File: src/logic/panel_ctrl_defines.vh
// Constants for the panel control output selection block
`ifndef PANEL_CTRL_DEFINES_VH
`define PANEL_CTRL_DEFINES_VH
`define LINE_LEN 10'd400
`define GATE_CLK_HALF 10'd200
`define STB_WIDTH 10'd4
`define OE_A_START 10'd20
`define OE_A_END 10'd180
`define OE_B_START 10'd220
`define OE_B_END 10'd380
`define MUX_SLOT 10'd120
`define FRAME_LINES 10'd320
`define AUX_PERIOD_LINES 10'd1
`define ROLE_SLAVE 1'b0
`define ROLE_MASTER 1'b1
`define STRAP_GEN 1'b0
`define STRAP_BYPASS 1'b1
`endif

File: src/logic/panel_timing_gen.v
// Internal timing generator for gate, mux and aux panel signals
`timescale 1ns/1ps
`default_nettype none
`include "panel_ctrl_defines.vh"
module panel_timing_gen #(
    parameter LINE_LEN = `LINE_LEN,
    parameter FRAME_LINES = `FRAME_LINES
) (
    input wire clk_i,
    input wire nrst_i,
    input wire enable_i,
    input wire is_master_i,
    input wire ext_line_start_i,
    output reg gate_shift_clock_out,
    output reg gate_strobe_out,
    output reg goe_a_o,
    output reg goe_b_o,
    output reg red_o,
    output reg green_o,
    output reg blue_o,
    output reg [2:0] aux_o,
    output wire line_start_o
);
    reg [9:0] pix_reg;
    reg [9:0] line_reg;
    wire line_end;
    wire [9:0] line_len_w;
    wire [9:0] frame_w;

    assign line_len_w = LINE_LEN[9:0];
    assign frame_w = FRAME_LINES[9:0];
    assign line_end = (pix_reg == line_len_w - 10'd1);
    assign line_start_o = enable_i & (pix_reg == 10'h000);

    ////////////////////////////////////////////////////////////////////
    // Pixel and line counters; slave follows master line start
    always @(posedge clk_i or negedge nrst_i) begin
        if (!nrst_i) begin
            pix_reg <= 10'h000;
            line_reg <= 10'h000;
        end else if (!enable_i) begin
            pix_reg <= 10'h000;
            line_reg <= 10'h000;
        end else if (!is_master_i && ext_line_start_i) begin
            pix_reg <= 10'h001;
        end else if (line_end) begin
            pix_reg <= 10'h000;
            if (line_reg == frame_w - 10'd1) begin
                line_reg <= 10'h000;
            end else begin
                line_reg <= line_reg + 10'd1;
            end
        end else begin
            pix_reg <= pix_reg + 10'd1;
        end
    end

    ////////////////////////////////////////////////////////////////////
    // Registered waveforms decoded from the counters
    always @(posedge clk_i or negedge nrst_i) begin
        if (!nrst_i) begin
            gate_shift_clock_out <= 1'b0;
            gate_strobe_out <= 1'b0;
            goe_a_o <= 1'b0;
            goe_b_o <= 1'b0;
            red_o <= 1'b0;
            green_o <= 1'b0;
            blue_o <= 1'b0;
            aux_o <= 3'h0;
        end else begin
            gate_shift_clock_out <= enable_i & (pix_reg >= `GATE_CLK_HALF);
            gate_strobe_out <= enable_i & (line_reg == 10'h000) &
                (pix_reg < `STB_WIDTH);
            goe_a_o <= enable_i & (pix_reg >= `OE_A_START) &
                (pix_reg < `OE_A_END);
            goe_b_o <= enable_i & (pix_reg >= `OE_B_START) &
                (pix_reg < `OE_B_END);
            red_o <= enable_i & (pix_reg < `MUX_SLOT);
            green_o <= enable_i & (pix_reg >= `MUX_SLOT) &
                (pix_reg < (`MUX_SLOT + `MUX_SLOT));
            blue_o <= enable_i & (pix_reg >= (`MUX_SLOT + `MUX_SLOT)) &
                (pix_reg < (`MUX_SLOT + `MUX_SLOT + `MUX_SLOT));
            aux_o <= enable_i ? {line_reg[0], ~line_reg[0], 1'b1} : 3'h0;
        end
    end
endmodule // panel_timing_gen
`default_nettype wire

File: src/logic/panel_control_output_select.v
// Top: selects panel control outputs from generator or external pins
`timescale 1ns/1ps
`default_nettype none
`include "panel_ctrl_defines.vh"
module panel_control_output_select #(
    parameter LINE_LEN = `LINE_LEN,
    parameter FRAME_LINES = `FRAME_LINES,
    parameter SCAN_RIGHT = 1'b1
) (
    input wire clk_i,
    input wire nrst_i,
    input wire timing_gen_bypass_strap_i,
    input wire cascade_role_select_i,
    input wire line_sync_in_i,
    input wire gate_shift_clock_in_i,
    input wire gate_strobe_in_i,
    input wire gate_out_enable_a_in_i,
    input wire gate_out_enable_b_in_i,
    input wire red_mux_switch_in_i,
    input wire green_mux_switch_in_i,
    input wire blue_mux_switch_in_i,
    input wire panel_aux_ctrl_a_in_i,
    input wire panel_aux_ctrl_b_in_i,
    input wire panel_aux_ctrl_c_in_i,
    output wire gate_shift_clock_out_o,
    output wire gate_strobe_out_o,
    output wire gate_out_enable_a_out_o,
    output wire gate_out_enable_b_out_o,
    output wire gate_scan_direction_out_o,
    output wire red_mux_switch_out_o,
    output wire green_mux_switch_out_o,
    output wire blue_mux_switch_out_o,
    output wire panel_aux_ctrl_a_out_o,
    output wire panel_aux_ctrl_b_out_o,
    output wire panel_aux_ctrl_c_out_o,
    output wire is_master_o,
    output wire line_sync_out_o
);
    // Number of switched control lines
    localparam NUM_CTRL = 10;

    wire bypass;
    wire gen_en;
    wire is_master;
    wire g_clk, g_stb, g_oea, g_oeb, g_r, g_g, g_b;
    wire [2:0] g_aux;
    wire line_start;
    wire [NUM_CTRL-1:0] ext_vec;
    wire [NUM_CTRL-1:0] gen_vec;
    wire [NUM_CTRL-1:0] sel_vec;

    ////////////////////////////////////////////////////////////////////
    // Mode decode from the straps
    assign bypass = (timing_gen_bypass_strap_i == `STRAP_BYPASS);
    assign gen_en = ~bypass;
    assign is_master = (cascade_role_select_i == `ROLE_MASTER);
    assign is_master_o = gen_en & is_master;
    assign line_sync_out_o = is_master & line_start;

    ////////////////////////////////////////////////////////////////////
    // Internal generator, held idle and reset while bypassed
    panel_timing_gen #(
        .LINE_LEN(LINE_LEN),
        .FRAME_LINES(FRAME_LINES)
    ) u_gen (
        .clk_i(clk_i),
        .nrst_i(nrst_i),
        .enable_i(gen_en),
        .is_master_i(is_master),
        .ext_line_start_i(line_sync_in_i),
        .gate_shift_clock_out(g_clk),
        .gate_strobe_out(g_stb),
        .goe_a_o(g_oea),
        .goe_b_o(g_oeb),
        .red_o(g_r),
        .green_o(g_g),
        .blue_o(g_b),
        .aux_o(g_aux),
        .line_start_o(line_start)
    );

    ////////////////////////////////////////////////////////////////////
    // Both sources in one bit order: gate clock, strobe, enables a
    // and b, red, green, blue, then aux a, b and c
    assign ext_vec = {panel_aux_ctrl_c_in_i, panel_aux_ctrl_b_in_i,
        panel_aux_ctrl_a_in_i, blue_mux_switch_in_i, green_mux_switch_in_i,
        red_mux_switch_in_i, gate_out_enable_b_in_i, gate_out_enable_a_in_i,
        gate_strobe_in_i, gate_shift_clock_in_i};
    assign gen_vec = {g_aux[2], g_aux[1], g_aux[0], g_b, g_g, g_r, g_oeb,
        g_oea, g_stb, g_clk};

    ////////////////////////////////////////////////////////////////////
    // One selector per line; bypass is a direct combinational path,
    // so the external source reaches the pin with no clock delay
    genvar k;
    generate
        for (k = 0; k < NUM_CTRL; k = k + 1) begin : g_sel
            assign sel_vec[k] = bypass ? ext_vec[k] : gen_vec[k];
        end
    endgenerate

    // Level-shifted outputs, same polarity as their sources
    assign gate_shift_clock_out_o = sel_vec[0];
    assign gate_strobe_out_o = sel_vec[1];
    assign gate_out_enable_a_out_o = sel_vec[2];
    assign gate_out_enable_b_out_o = sel_vec[3];
    assign red_mux_switch_out_o = sel_vec[4];
    assign green_mux_switch_out_o = sel_vec[5];
    assign blue_mux_switch_out_o = sel_vec[6];
    assign panel_aux_ctrl_a_out_o = sel_vec[7];
    assign panel_aux_ctrl_b_out_o = sel_vec[8];
    assign panel_aux_ctrl_c_out_o = sel_vec[9];

    // Fixed scan direction toward the gate circuit
    assign gate_scan_direction_out_o = SCAN_RIGHT[0];
endmodule // panel_control_output_select
`default_nettype wire

File: config.mk
export PLATFORM = sky130hd
export DESIGN_NAME = panel_control_output_select
export DESIGN_NICKNAME = d
export VERILOG_FILES = /design/src/logic/panel_timing_gen.v /design/src/logic/panel_control_output_select.v
export VERILOG_INCLUDE_DIRS = /design/src /design/src/logic
export SDC_FILE = /design/constraint.sdc
export NUM_CORES = 1
export LEC_CHECK = 0
export BUFFER_PORTS_ARGS = -buffer_cell sky130_fd_sc_hd__buf_2
export CORE_UTILIZATION = 41
export CTS_CLUSTER_SIZE = 25
export DETAILED_ROUTE_END_ITERATION = 10
export PLACE_DENSITY = 0.66
export SLEW_MARGIN = 10
export SYNTH_ARGS = -nofsm -noshare
export SYNTH_HDL_FRONTEND = slang
export SYNTH_HIERARCHICAL = 1
export SYNTH_SLANG_ARGS = --single-unit
File: constraint.sdc
create_clock -name clk_i -period 2.4 [get_ports clk_i]
set_input_delay 0.48 -clock clk_i [delete_from_list [all_inputs] [get_ports clk_i]]
set_output_delay 0.48 -clock clk_i [all_outputs]
set_load 0.05 [all_outputs]
# --- Yosys cells after proc, flatten, opt, wreduce, memory -nomap -nowiden ---
# Cells that the tools add are included.
totals:
  ff_bits: 30
classes:
  addsub: 2
  bitwise_logic: 17
  reduce_logical: 6
  muxes: 18
  order_cmp: 11
  n_eq_ne: 3
ops:
  columns: ["operator", "n"]
  rows:
  - ["$mux 10", 7]
  - ["$ge 10x8->1 const B", 3]
  - ["$add 10x1->10 const B", 2]
  - ["$eq 10x9->1 const B", 2]
  - ["$logic_not 10->1", 2]
  - ["$lt 10x8->1 const B", 2]
  - ["$lt 10x9->1 const B", 2]
  - ["$and 1x1->1", 15]
  - ["$ge 10x5->1 const B", 1]
  - ["$ge 10x7->1 const B", 1]
  - ["$lt 10x3->1 const B", 1]
  - ["$lt 10x7->1 const B", 1]
  - ["$mux 1", 10]
  - ["$mux 3", 1]
  - ["$ne 2x2->1 const B", 1]
  - ["$not 1->1", 2]
  - ["$reduce_and 2->1", 1]
  - ["$reduce_bool 2->1", 1]
  - ["$logic_and 1x1->1", 1]
  - ["$logic_not 1->1", 1]

# --- Longest topological paths before layout ---
# Gate-level depths: netlist of run 1.
logic_depth:
  ltp_word: 5
  mapped_depth: 7
  ltp_nobuf: 5

# --- Modules after synthesis ---
# The synthesis of run 1 kept the hierarchy.
modules_own_cells:
  columns: ["module", "seq_area_each_um2", "cells_each", "area_per_inst_um2", "instances"]
  rows:
  - ["panel_timing_gen", 750.7, 165, 1591.5, 1]
  - ["panel_control_output_select", 0.0, 16, 183.9, 1]

# --- Worst setup path after synthesis of run 1 ---
# OpenSTA, ideal clock, no wires.
synth_path:
  kind: "input to output"
  startpoint: "input port timing_gen_bypass_strap_i"
  endpoint: "output port line_sync_out_o"
  slack_ns: -0.089
  t_required_ns: 1.920
  t_arrival_ns: 2.009
  path_stages: 7
  cell_sequence: "buf_6 -> inv_1 -> clkbuf_2 -> or3b_2 -> nor2b_1 -> and3_1 -> and2_1"
synth_via:
  elab_chain_len: 3
synth_rtl:
  columns: ["item", "line", "text"]
  rows:
  - ["start: declaration", "panel_control_output_select.v:12", "input wire timing_gen_bypass_strap_i,"]
  - ["$not 1->1", "panel_control_output_select.v:55", "assign gen_en = ~bypass;"]
  - ["net gen_en", "panel_control_output_select.v:43", "wire gen_en;"]
  - ["$and 1x1->1", "panel_timing_gen.v:33", "assign line_start_o = enable_i & (pix_reg == 10'h000);"]
  - ["net line_start", "panel_control_output_select.v:47", "wire line_start;"]
  - ["$and 1x1->1", "panel_control_output_select.v:58", "assign line_sync_out_o = is_master & line_start;"]
  - ["end: declaration", "panel_control_output_select.v:37", "output wire line_sync_out_o"]
# The timed path passes the listed nets, and every way through them passes these cells.

# --- Final worst setup path of run 1 ---
layout_path:
  startpoint: "register u_gen.pix_reg[8]"
  endpoint: "output port line_sync_out_o"
layout_via:
  elab_chain_len: 3
layout_rtl:
  columns: ["item", "line", "text"]
  rows:
  - ["start: declaration", "panel_timing_gen.v:24", "reg [9:0] pix_reg;"]
  - ["start signal: assignment", "panel_timing_gen.v:54", "pix_reg <= pix_reg + 10'd1;"]
  - ["$logic_not 10->1", "panel_timing_gen.v:33", null]
  - ["$and 1x1->1", "panel_timing_gen.v:33", null]
  - ["net line_start", "panel_control_output_select.v:47", null]
  - ["$and 1x1->1", "panel_control_output_select.v:58", null]
# The timed path passes the listed nets, and every way through them passes these cells.

==> results.yml, run 1 <==
sta:
  finalCritPeriodShare_pct: 96.4
  tightestPinTransition_ns: 0.667
  max_freq_mhz: 432
  slew_headroom_pct: 55.6
  fin_tns_setup_ns: 0
  maxSlewViolCount: 0
  finalHoldViolCount: 0
  fin_crit_ns: 2.31
  rsz0062_at_grt: "false"
  fin_skew_ns: 0.00827
  setup_viol: 0
run_status:
  run_status: "finished clean"
cts:
  cts_sinks: 30
  cts.clk_slew.worst_paths_ns: 0.07
  clockBufferDepth: 2
  ctsResizeCount: 0
  htree_levels: 2
  clk_latency_ns: 0.28
  numCtsBuffers: 5
  cts_tree: "yes"
  hold_buffers: 0
  post-cts-setup-buffers: 0
  cts-root-buf: "clkbuf_8"
floorplan:
  dieHeight_um: 67.8
  io_pins: 28
  core_region_area_um2: 4090
  die_area_um2: 4600
  chipWidth_um: 67.8
  num_rows: 23
  initial_core_util_pct: 43.4
critical_path:
  reg2reg_depth: 4
  endpoint: "line_sync_out_o"
  reg2reg_from: "u_gen/pix_reg[6]"
  regToRegEndpoint: "u_gen/line_reg[8]"
  crit_path_top_delay_cell: "or3b_2"
  cp-startpoint: "u_gen/pix_reg[8]"
  crit_path_max_incr_delay_ns: 0.48
  r2r_slack_ns: 0.48
  path_cells: "or3b_2 -> nor2b_1 -> and3_1 -> and2_2 -> clkbuf_4"
  criticalPathCategory: "flip-flop to output pin"
  startpoint_type: "flip-flop"
  required_ns: 1.92
  cp_max_fo: 2
  end_kind: "output pin"
  crit_arrival_ns: 1.83
grt:
  antenna_found_initial: 0
  grt_overflow: 0
  grt_pass1_vias: 1225
  grt_usage_pct: 17.2
  grt_max_degree: 31
  grt-busiest-layer: "met2"
  grt_use_met3_pct: 5.07
  use_met2_pct: 26.1
  met1_usage_pct: 22.6
  grt_first_pass_wirelength_um: 5730
route:
  finalWirelength_um: 3450
  final_antenna_net_count: 0
  drc: 0
  num_vias: 1386
  wl_per_cell_um: 13.3
  dr.pass1.iters: 4
  drt_iter0_drc: 142
  via_per_inst: 5.33
power_and_ir_drop:
  seq_power_share_pct: 48.4
  p_leak_nw: 0.926
  combPwrFrac_pct: 12.9
  p_switching_w: 0.000278
  vdd_drop_max_v: 0.000183
  switching_share_pct: 26.0
  p_clk_share_pct: 38.6
  power.internal_w: 0.000790
  pwr_density_cell_nw_per_um2: 524
flow_run:
  max_cap_violations: 0
synthesis:
  synth_warnings: 6
  ys_seq_elements: 30
  synth_top_family_by_area: "simple AND/OR/NAND/NOR gates"
  synthXorXnorAreaFrac_pct: 3.95
  synth_compound_area_share_pct: 12.3
  ys_seq_area_share_pct: 42.3
  synthesis.nets: 200
  netlist_instances: 181
  async_reset_ff_share_pct: 100
  synth_top_cell_by_area: "dfrtp_1"
  syn_area_um2: 1780
  synthTopCellsByArea: "dfrtp_1 42%, mux2_4 6.8%, nor2_1 4.2%, xnor2_1 3.0%, ha_1 2.8%"
  synth-adder-area-share_pct: 2.82
  yosysUniqueCellTypes: 52
  synth_simple_gate_area_share_pct: 23.6
  synth-edff-count: 0
  synthTopCellsByCount: "30 x dfrtp_1, 20 x nor2_1, 12 x nand2_1, 9 x inv_1, 8 x mux2_4"
  avgSynthCellArea_um2: 9.81
  yosysTopAreaCellShare_pct: 42.3
  yosysMostFrequentCell: "dfrtp_1"
  synth_flop_cell: "dfrtp_1"
  muxShareOfSynthArea_pct: 8.03
placement:
  gp_congestion: 0.826
  dpl.hpwl_um: 2500
  io_buffers: 26
cells_and_area:
  fin_nets: 228
  final.fill_count: 393
  drive_gt1_share_pct: 29.5
  syn_to_final_growth_pct: 14.8
  regArea_um2: 751
  diodes: 0
  fin_util_pct: 49.9
  multi_input_area_um2: 911
hold_path:
  hold_class: "primary input to async pin"
## per-layer routing
layer	wire, um	up-vias
met1	1620	652
li1	-	697
met3	198	5
met2	1580	32
met4	55	0
met5	0	-
## critical path: cells and delay by family (launching register included)
family / cells / cell delay [ns]
simple gates: 4 / 0.96
buf+inv: 1 / 0.22
flops: 1 / 0.37
## layout make-up
cell class / count / area share, %
multi-input combinational: 129 / 44.7
tap: 50 / 3.07
clock inverter: 1 / 0.246
inverter: 10 / 1.84
timing repair buffer: 33 / 9.09
sequential: 30 / 36.8
clock buffer: 7 / 4.24
## cells by family after synthesis
logic type	Yosys count
AOI/OAI and AO/OA	32
xor gates and xnor gates	8
adders and majority gates	4
buffers and inverters	22
DFF	30
muxes	10
other	1
and+or+nand+nor	74
## through the flow
step,cells,hold WS [ns],power (W),instance area [um2],setup WS (ns)
after detailed placement,252,0.484,0.000667,1940,0.0776
after CTS,260,0.249,0.00108,2030,0.0305
after global placement,252,0.487,0.000665,1940,0.123
after global routing,260,0.277,0.00112,2040,0.0152
final,260,0.226,0.00107,2040,0.0861
after floorplan,181,0.184,0.000626,1780,0.0395
## power groups by stage
stage | Clock (W) | Combinational (W) | Sequential [W]
floorplan | 0 | 0.000102 | 0.000525
global route | 0.000447 | 0.000151 | 0.000518
finish | 0.000413 | 0.000138 | 0.000518
global placement | 0 | 0.000139 | 0.000526
detailed placement | 0 | 0.000140 | 0.000527
CTS | 0.000425 | 0.000140 | 0.000517
## worst min-delay path by stage
stage	slack, ns	depth (start not counted)	endpoint	start
4_1_cts	0.25	1	u_gen/pix_reg[7]	nrst_i
6_report	0.23	1	u_gen/pix_reg[6]	nrst_i
5_1_grt	0.28	1	u_gen/pix_reg[6]	nrst_i
3_3_place_gp	0.49	1	u_gen/line_reg[9]	u_gen/line_reg[9]
3_5_place_dp	0.48	1	u_gen/line_reg[9]	u_gen/line_reg[9]
2_1_floorplan	0.18	0	u_gen/aux_o[0]	nrst_i
## layout by cell type (no fill, tap or decap), types with 6 or more instances in the layout
cell type / instances
dfrtp_1: 30
buf_2: 25
nor2_1: 20
nand2_1: 12
inv_1: 9
mux2_4: 8
buf_4: 7
nand4_1: 7
clkbuf_8: 6
nand3_1: 6
xnor2_1: 6
Power figures use the tool's default switching activity.
==> run 2, diff against run 1 <==
--- a/config.mk
+++ b/config.mk
@@ -14,5 +14,4 @@
 export SLEW_MARGIN = 10
 export SYNTH_ARGS = -nofsm -noshare
 export SYNTH_HDL_FRONTEND = slang
-export SYNTH_HIERARCHICAL = 1
 export SYNTH_SLANG_ARGS = --single-unit
==> results.yml, run 2 <==
placement:
  dpl.hpwl_um: 2620
  dp.cells: 258
  gp_congestion: 0.840
  place_area_um2: 1900
  io_buffers: 26
  dp_slack_ns: 0.195
grt:
  grt_max_degree: 31
  antenna_found_initial: 0
  grt_pass1_vias: 1361
  grt_usage_pct: 18.8
  grt_overflow: 0
  grt_first_pass_wirelength_um: 6160
sta:
  fin_tns_setup_ns: 0
  fin_skew_ns: 0.00571
  tightestPinTransition_ns: 0.664
  slew_headroom_pct: 55.7
  maxSlewViolCount: 0
  finalCritPeriodShare_pct: 94.6
  rsz0062_at_grt: "false"
  max_freq_mhz: 441
  fin_crit_ns: 2.27
  setup_viol: 0
  final.setup.worst_slack_ns: 0.131
  finalHoldViolCount: 0
synthesis:
  synthTopCellsByArea: "dfrtp_1 43%, mux2_2 6.5%, nand3_1 4.3%, nor2_1 4.3%, a21oi_1 3.5%"
  synthTopCellsByCount: "30 x dfrtp_1, 20 x nor2_1, 15 x nand3_1, 12 x a21oi_1"
  async_reset_ff_share_pct: 100
  syn_area_um2: 1730
  yosysUniqueCellTypes: 41
  netlist_instances: 185
  synth_top_cell_by_area: "dfrtp_1"
  synth_warnings: 0
  synthesis.nets: 204
  synth_flop_cell: "dfrtp_1"
  synth-edff-count: 0
  avgSynthCellArea_um2: 9.33
  ys_seq_elements: 30
  ys_seq_area_share_pct: 43.5
  yosysMostFrequentCell: "dfrtp_1"
  yosysTopAreaCellShare_pct: 43.5
route:
  num_vias: 1431
  final_antenna_net_count: 0
  drc: 0
  drt_iter0_drc: 75
  finalWirelength_um: 3580
  via_per_inst: 5.38
  dr.pass1.iters: 4
  wl_per_cell_um: 13.4
cells_and_area:
  layout_commonest_cell: "dfrtp_1"
  fin_nets: 234
  diodes: 0
  design_area_um2: 2000
  fin_cells: 266
  syn_to_final_growth_pct: 15.7
  layout_common_cells: "30 x dfrtp_1, 25 x buf_2, 20 x nor2_1"
  drive_gt1_share_pct: 26.9
power_and_ir_drop:
  seq_power_share_pct: 48.6
  combPwrFrac_pct: 12.4
  p_switching_w: 0.000282
  switching_share_pct: 26.5
  pwr_density_cell_nw_per_um2: 533
  p_leak_nw: 0.889
  power.internal_w: 0.000783
  vdd_drop_max_v: 0.000280
  total_power_w: 0.00106
  p_clk_share_pct: 39.0
cts:
  cts_tree: "yes"
  clockBufferDepth: 2
  numCtsBuffers: 5
  cts-root-buf: "clkbuf_8"
  htree_levels: 2
  clk_latency_ns: 0.28
  cts.clk_slew.worst_paths_ns: 0.06
  cts_sinks: 30
hold_path:
  hold_class: "primary input to async pin"
run_status:
  run_status: "finished clean"
critical_path:
  crit_arrival_ns: 1.79
  required_ns: 1.92
  criticalPathCategory: "flip-flop to output pin"
  cp_max_fo: 6
  end_kind: "output pin"
  startpoint_type: "flip-flop"
floorplan:
  initial_core_util_pct: 42.9
  die_area_um2: 4470
  chipWidth_um: 66.9
  dieHeight_um: 66.9
  core_region_area_um2: 4030
  num_rows: 23
  io_pins: 28
flow_run:
  max_cap_violations: 0
-- run 2: cell types whose count changed after synthesis, sizes merged, moves of 4 or more --
cell / change
a21oi: +7
nand3: +9
nand4: -6
o211ai: -4
or4: +4
-- run 2: worst paths after layout --
kind	cells after the start	end	from	slack, ns
worst max-delay path	6	line_sync_out_o	u_gen.pix_reg[7]	0.13
worst min-delay path	1	u_gen.line_reg[5]	nrst_i	0.22
worst max register to register	4	u_gen.line_reg[7]	u_gen.pix_reg[4]	0.20
worst min register to register	1	u_gen.aux_o[1]	u_gen.line_reg[0]	0.55
max in group asynchronous	1	u_gen.pix_reg[6]	nrst_i	1.74
min in group clk_i	1	u_gen.aux_o[1]	u_gen.line_reg[0]	0.55
-- run 2: power by group through the flow --
| stage | Clock [W] | Sequential, W | Combinational, W |
|---|---|---|---|
| 4_1_cts | 0.000429 | 0.000517 | 0.000133 |
| 6_report | 0.000415 | 0.000517 | 0.000132 |
| 2_1_floorplan | 0 | 0.000525 | 0.0000946 |
| 3_5_place_dp | 0 | 0.000527 | 0.000132 |
| 3_3_place_gp | 0 | 0.000526 | 0.000131 |
| 5_1_grt | 0.000452 | 0.000518 | 0.000145 |
-- run 2: timing repair --
item	CTS	global route
endpoints found under the hold margin	0	0
endpoints found under the setup margin	0	1
buffers inserted	0	0
resized for setup	0	1
hold buffers	0	0
-- run 2: layer usage --
metal / up-vias / wire [um] / track usage, %
li1: 714 / - / -
met4: 0 / 71 / 9.57
met2: 41 / 1580 / 29.2
met1: 671 / 1740 / 23.9
met5: - / 0 / 0
met3: 5 / 181 / 4.62
-- run 2: cells by family after synthesis --
logic type                 synth area share [%]
xor gates and xnor gates                   4.06
other                                     0.217
adders and majority gates                  2.90
and+or+nand+nor                            23.4
AOI/OAI and AO/OA                          12.0
muxes                                      6.52
buffers and inverters                      7.46
DFF                                        43.5
-- run 2: area by class of cell --
class	count	area (um2)
fill	405	2030
multi-input combinational	132	847
sequential	30	751
timing repair buffer	36	208
clock buffer	7	86.3
tap	50	62.6
inverter	10	37.5
clock inverter	1	5.00
-- run 2: critical path: stages (launching register included) --
cell	delay, ns
dfrtp_1	0.44
buf_4	0.18
nor3_1	0.22
nand3_1	0.10
nor2_1	0.16
and3_1	0.17
clkbuf_4	0.22
-- run 2: stage by stage --
step | hold slack (ns) | utilization, %
6_report | 0.224 | 49.6
5_1_grt | 0.283 | 49.6
4_1_cts | 0.251 | 49.5
3_5_place_dp | 0.544 | 47.2
3_3_place_gp | 0.521 | 47.2
2_1_floorplan | 0.184 | -
==> run 3, diff against run 2 <==
--- a/config.mk
+++ b/config.mk
@@ -8,6 +8,7 @@
 export LEC_CHECK = 0
 export BUFFER_PORTS_ARGS = -buffer_cell sky130_fd_sc_hd__buf_2
 export CORE_UTILIZATION = 41
+export CTS_BUF_LIST = sky130_fd_sc_hd__clkbuf_16
 export CTS_CLUSTER_SIZE = 25
 export DETAILED_ROUTE_END_ITERATION = 10
 export PLACE_DENSITY = 0.66
==> results.yml, run 3 (same netlist as run 2, synthesis figures left out) <==
cells_and_area:
  diodes: 0
  layout_commonest_cell: "dfrtp_1"
  final.fill_count: 405
  multi_input_area_um2: 847
  drive_gt1_share_pct: 26.4
  fin_nets: 234
  syn_to_final_growth_pct: 18.3
  layout_common_cells: "30 x dfrtp_1, 25 x buf_2, 20 x nor2_1"
  design_area_um2: 2040
  fin_cells: 266
  regArea_um2: 751
sta:
  slew_headroom_pct: 55.6
  fin_crit_ns: 2.25
  finalHoldViolCount: 0
  maxSlewViolCount: 0
  fin_skew_ns: 0.00323
  setup_viol: 0
  tightestPinTransition_ns: 0.666
  finalCritPeriodShare_pct: 93.7
  fin_tns_setup_ns: 0
  max_freq_mhz: 444
  rsz0062_at_grt: "false"
grt:
  grt_first_pass_wirelength_um: 6130
  antenna_found_initial: 0
  grt_pass1_vias: 1344
  grt_usage_pct: 19.1
  grt_overflow: 0
  grt_max_degree: 31
floorplan:
  initial_core_util_pct: 42.9
  dieHeight_um: 66.9
  num_rows: 23
  die_area_um2: 4470
  io_pins: 28
  chipWidth_um: 66.9
  core_region_area_um2: 4030
cts:
  numCtsBuffers: 5
  clk_latency_ns: 0.28
  cts-root-buf: "clkbuf_16"
  clockBufferDepth: 2
  cts_sinks: 30
  cts.clk_slew.worst_paths_ns: 0.05
  ctsResizeCount: 0
  post-cts-setup-buffers: 0
  htree_levels: 2
  cts_tree: "yes"
  hold_buffers: 0
power_and_ir_drop:
  combPwrFrac_pct: 10.7
  switching_share_pct: 24.7
  vdd_drop_max_v: 0.000312
  power.internal_w: 0.000926
  p_switching_w: 0.000304
  seq_power_share_pct: 42.1
  p_leak_nw: 0.913
  pwr_density_cell_nw_per_um2: 602
  p_clk_share_pct: 47.1
critical_path:
  reg2reg_depth: 4
  critPathTopFamily: "simple AND/OR/NAND/NOR gates"
  end_kind: "output pin"
  crit_arrival_ns: 1.77
  crit_path_max_incr_delay_ns: 0.44
  reg2reg_from: "u_gen.pix_reg[4]"
  criticalPathCategory: "flip-flop to output pin"
  startpoint_type: "flip-flop"
  regToRegEndpoint: "u_gen.line_reg[7]"
  crit_path_top_delay_cell: "dfrtp_1"
  path_cells: "buf_4 -> nor3_1 -> nand3_1 -> nor2_1 -> and3_1 -> clkbuf_4"
  required_ns: 1.92
  cp_max_fo: 6
  path_buf_inv: 2
  r2r_slack_ns: 0.20
placement:
  dp.cells: 258
  place_area_um2: 1900
  dpl.hpwl_um: 2620
  gp_congestion: 0.840
  io_buffers: 26
route:
  wl_per_cell_um: 13.5
  drt_iter0_drc: 52
  final_antenna_net_count: 0
  via_per_inst: 5.37
  num_vias: 1429
  finalWirelength_um: 3580
  dr.pass1.iters: 4
  drc: 0
flow_run:
  max_cap_violations: 0
hold_path:
  hold_class: "primary input to async pin"
run_status:
  run_status: "finished clean"
## run 3: cell types whose count changed in the layout (fill, tap and decap cells not counted), sizes merged
cell | previous run | this run
clkbuf | 8 | 6
inv | 10 | 11
clkinv | 1 | 2
## run 3: cell type report
cell class,count,area share [%]
clock inverter,3,0.612
timing repair buffer,36,10.2
sequential,30,36.7
multi-input combinational,132,41.5
clock buffer,5,6.12
tap,50,3.06
inverter,10,1.84
## run 3: worst max-delay path by stage
stage | from | end | slack (ns) | cells after the start
2_1_floorplan | timing_gen_bypass_strap_i | line_sync_out_o | 0.01 | 3
3_3_place_gp | cascade_role_select_i | u_gen.line_reg[6] | 0.22 | 5
3_5_place_dp | cascade_role_select_i | u_gen.line_reg[7] | 0.20 | 5
4_1_cts | u_gen.pix_reg[7] | line_sync_out_o | 0.10 | 6
5_1_grt | u_gen.pix_reg[7] | line_sync_out_o | 0.02 | 6
6_report | u_gen.pix_reg[7] | line_sync_out_o | 0.15 | 6
## run 3: worst register-to-register path: cells and delay by family (launching register included)
kind / cells / cell delay (ns)
AO/OA/AOI/OAI: 1 / 0.15
AND/OR/NAND/NOR: 3 / 1.60
flip-flops: 1 / 0.38
## run 3: through the flow
| step | total power [W] | util [%] | hold slack [ns] | setup slack, ns |
|---|---|---|---|---|
| finish | 0.00123 | 50.7 | 0.237 | 0.150 |
| global route | 0.00128 | 50.7 | 0.298 | 0.0159 |
| CTS | 0.00125 | 50.7 | 0.263 | 0.101 |
| detailed placement | 0.000659 | 47.2 | 0.544 | 0.195 |
| global placement | 0.000657 | 47.2 | 0.521 | 0.224 |
| floorplan | 0.000620 | - | 0.184 | 0.0131 |
## run 3: power groups by stage
| stage | Sequential (W) | Clock [W] | Combinational (W) |
|---|---|---|---|
| after global routing | 0.000519 | 0.000619 | 0.000145 |
| final | 0.000518 | 0.000580 | 0.000132 |
| after CTS | 0.000518 | 0.000595 | 0.000133 |
| after detailed placement | 0.000527 | 0 | 0.000132 |
| after global placement | 0.000526 | 0 | 0.000131 |
| after floorplan | 0.000525 | 0 | 0.0000946 |
## run 3: per-layer routing
metal	GRT usage [%]	up-vias	part of all wire, %
met5	0	-	0
met4	10.9	0	2.8
met3	6.68	8	5.0
met2	28.7	36	44
met1	23.6	672	48
li1	-	713	-
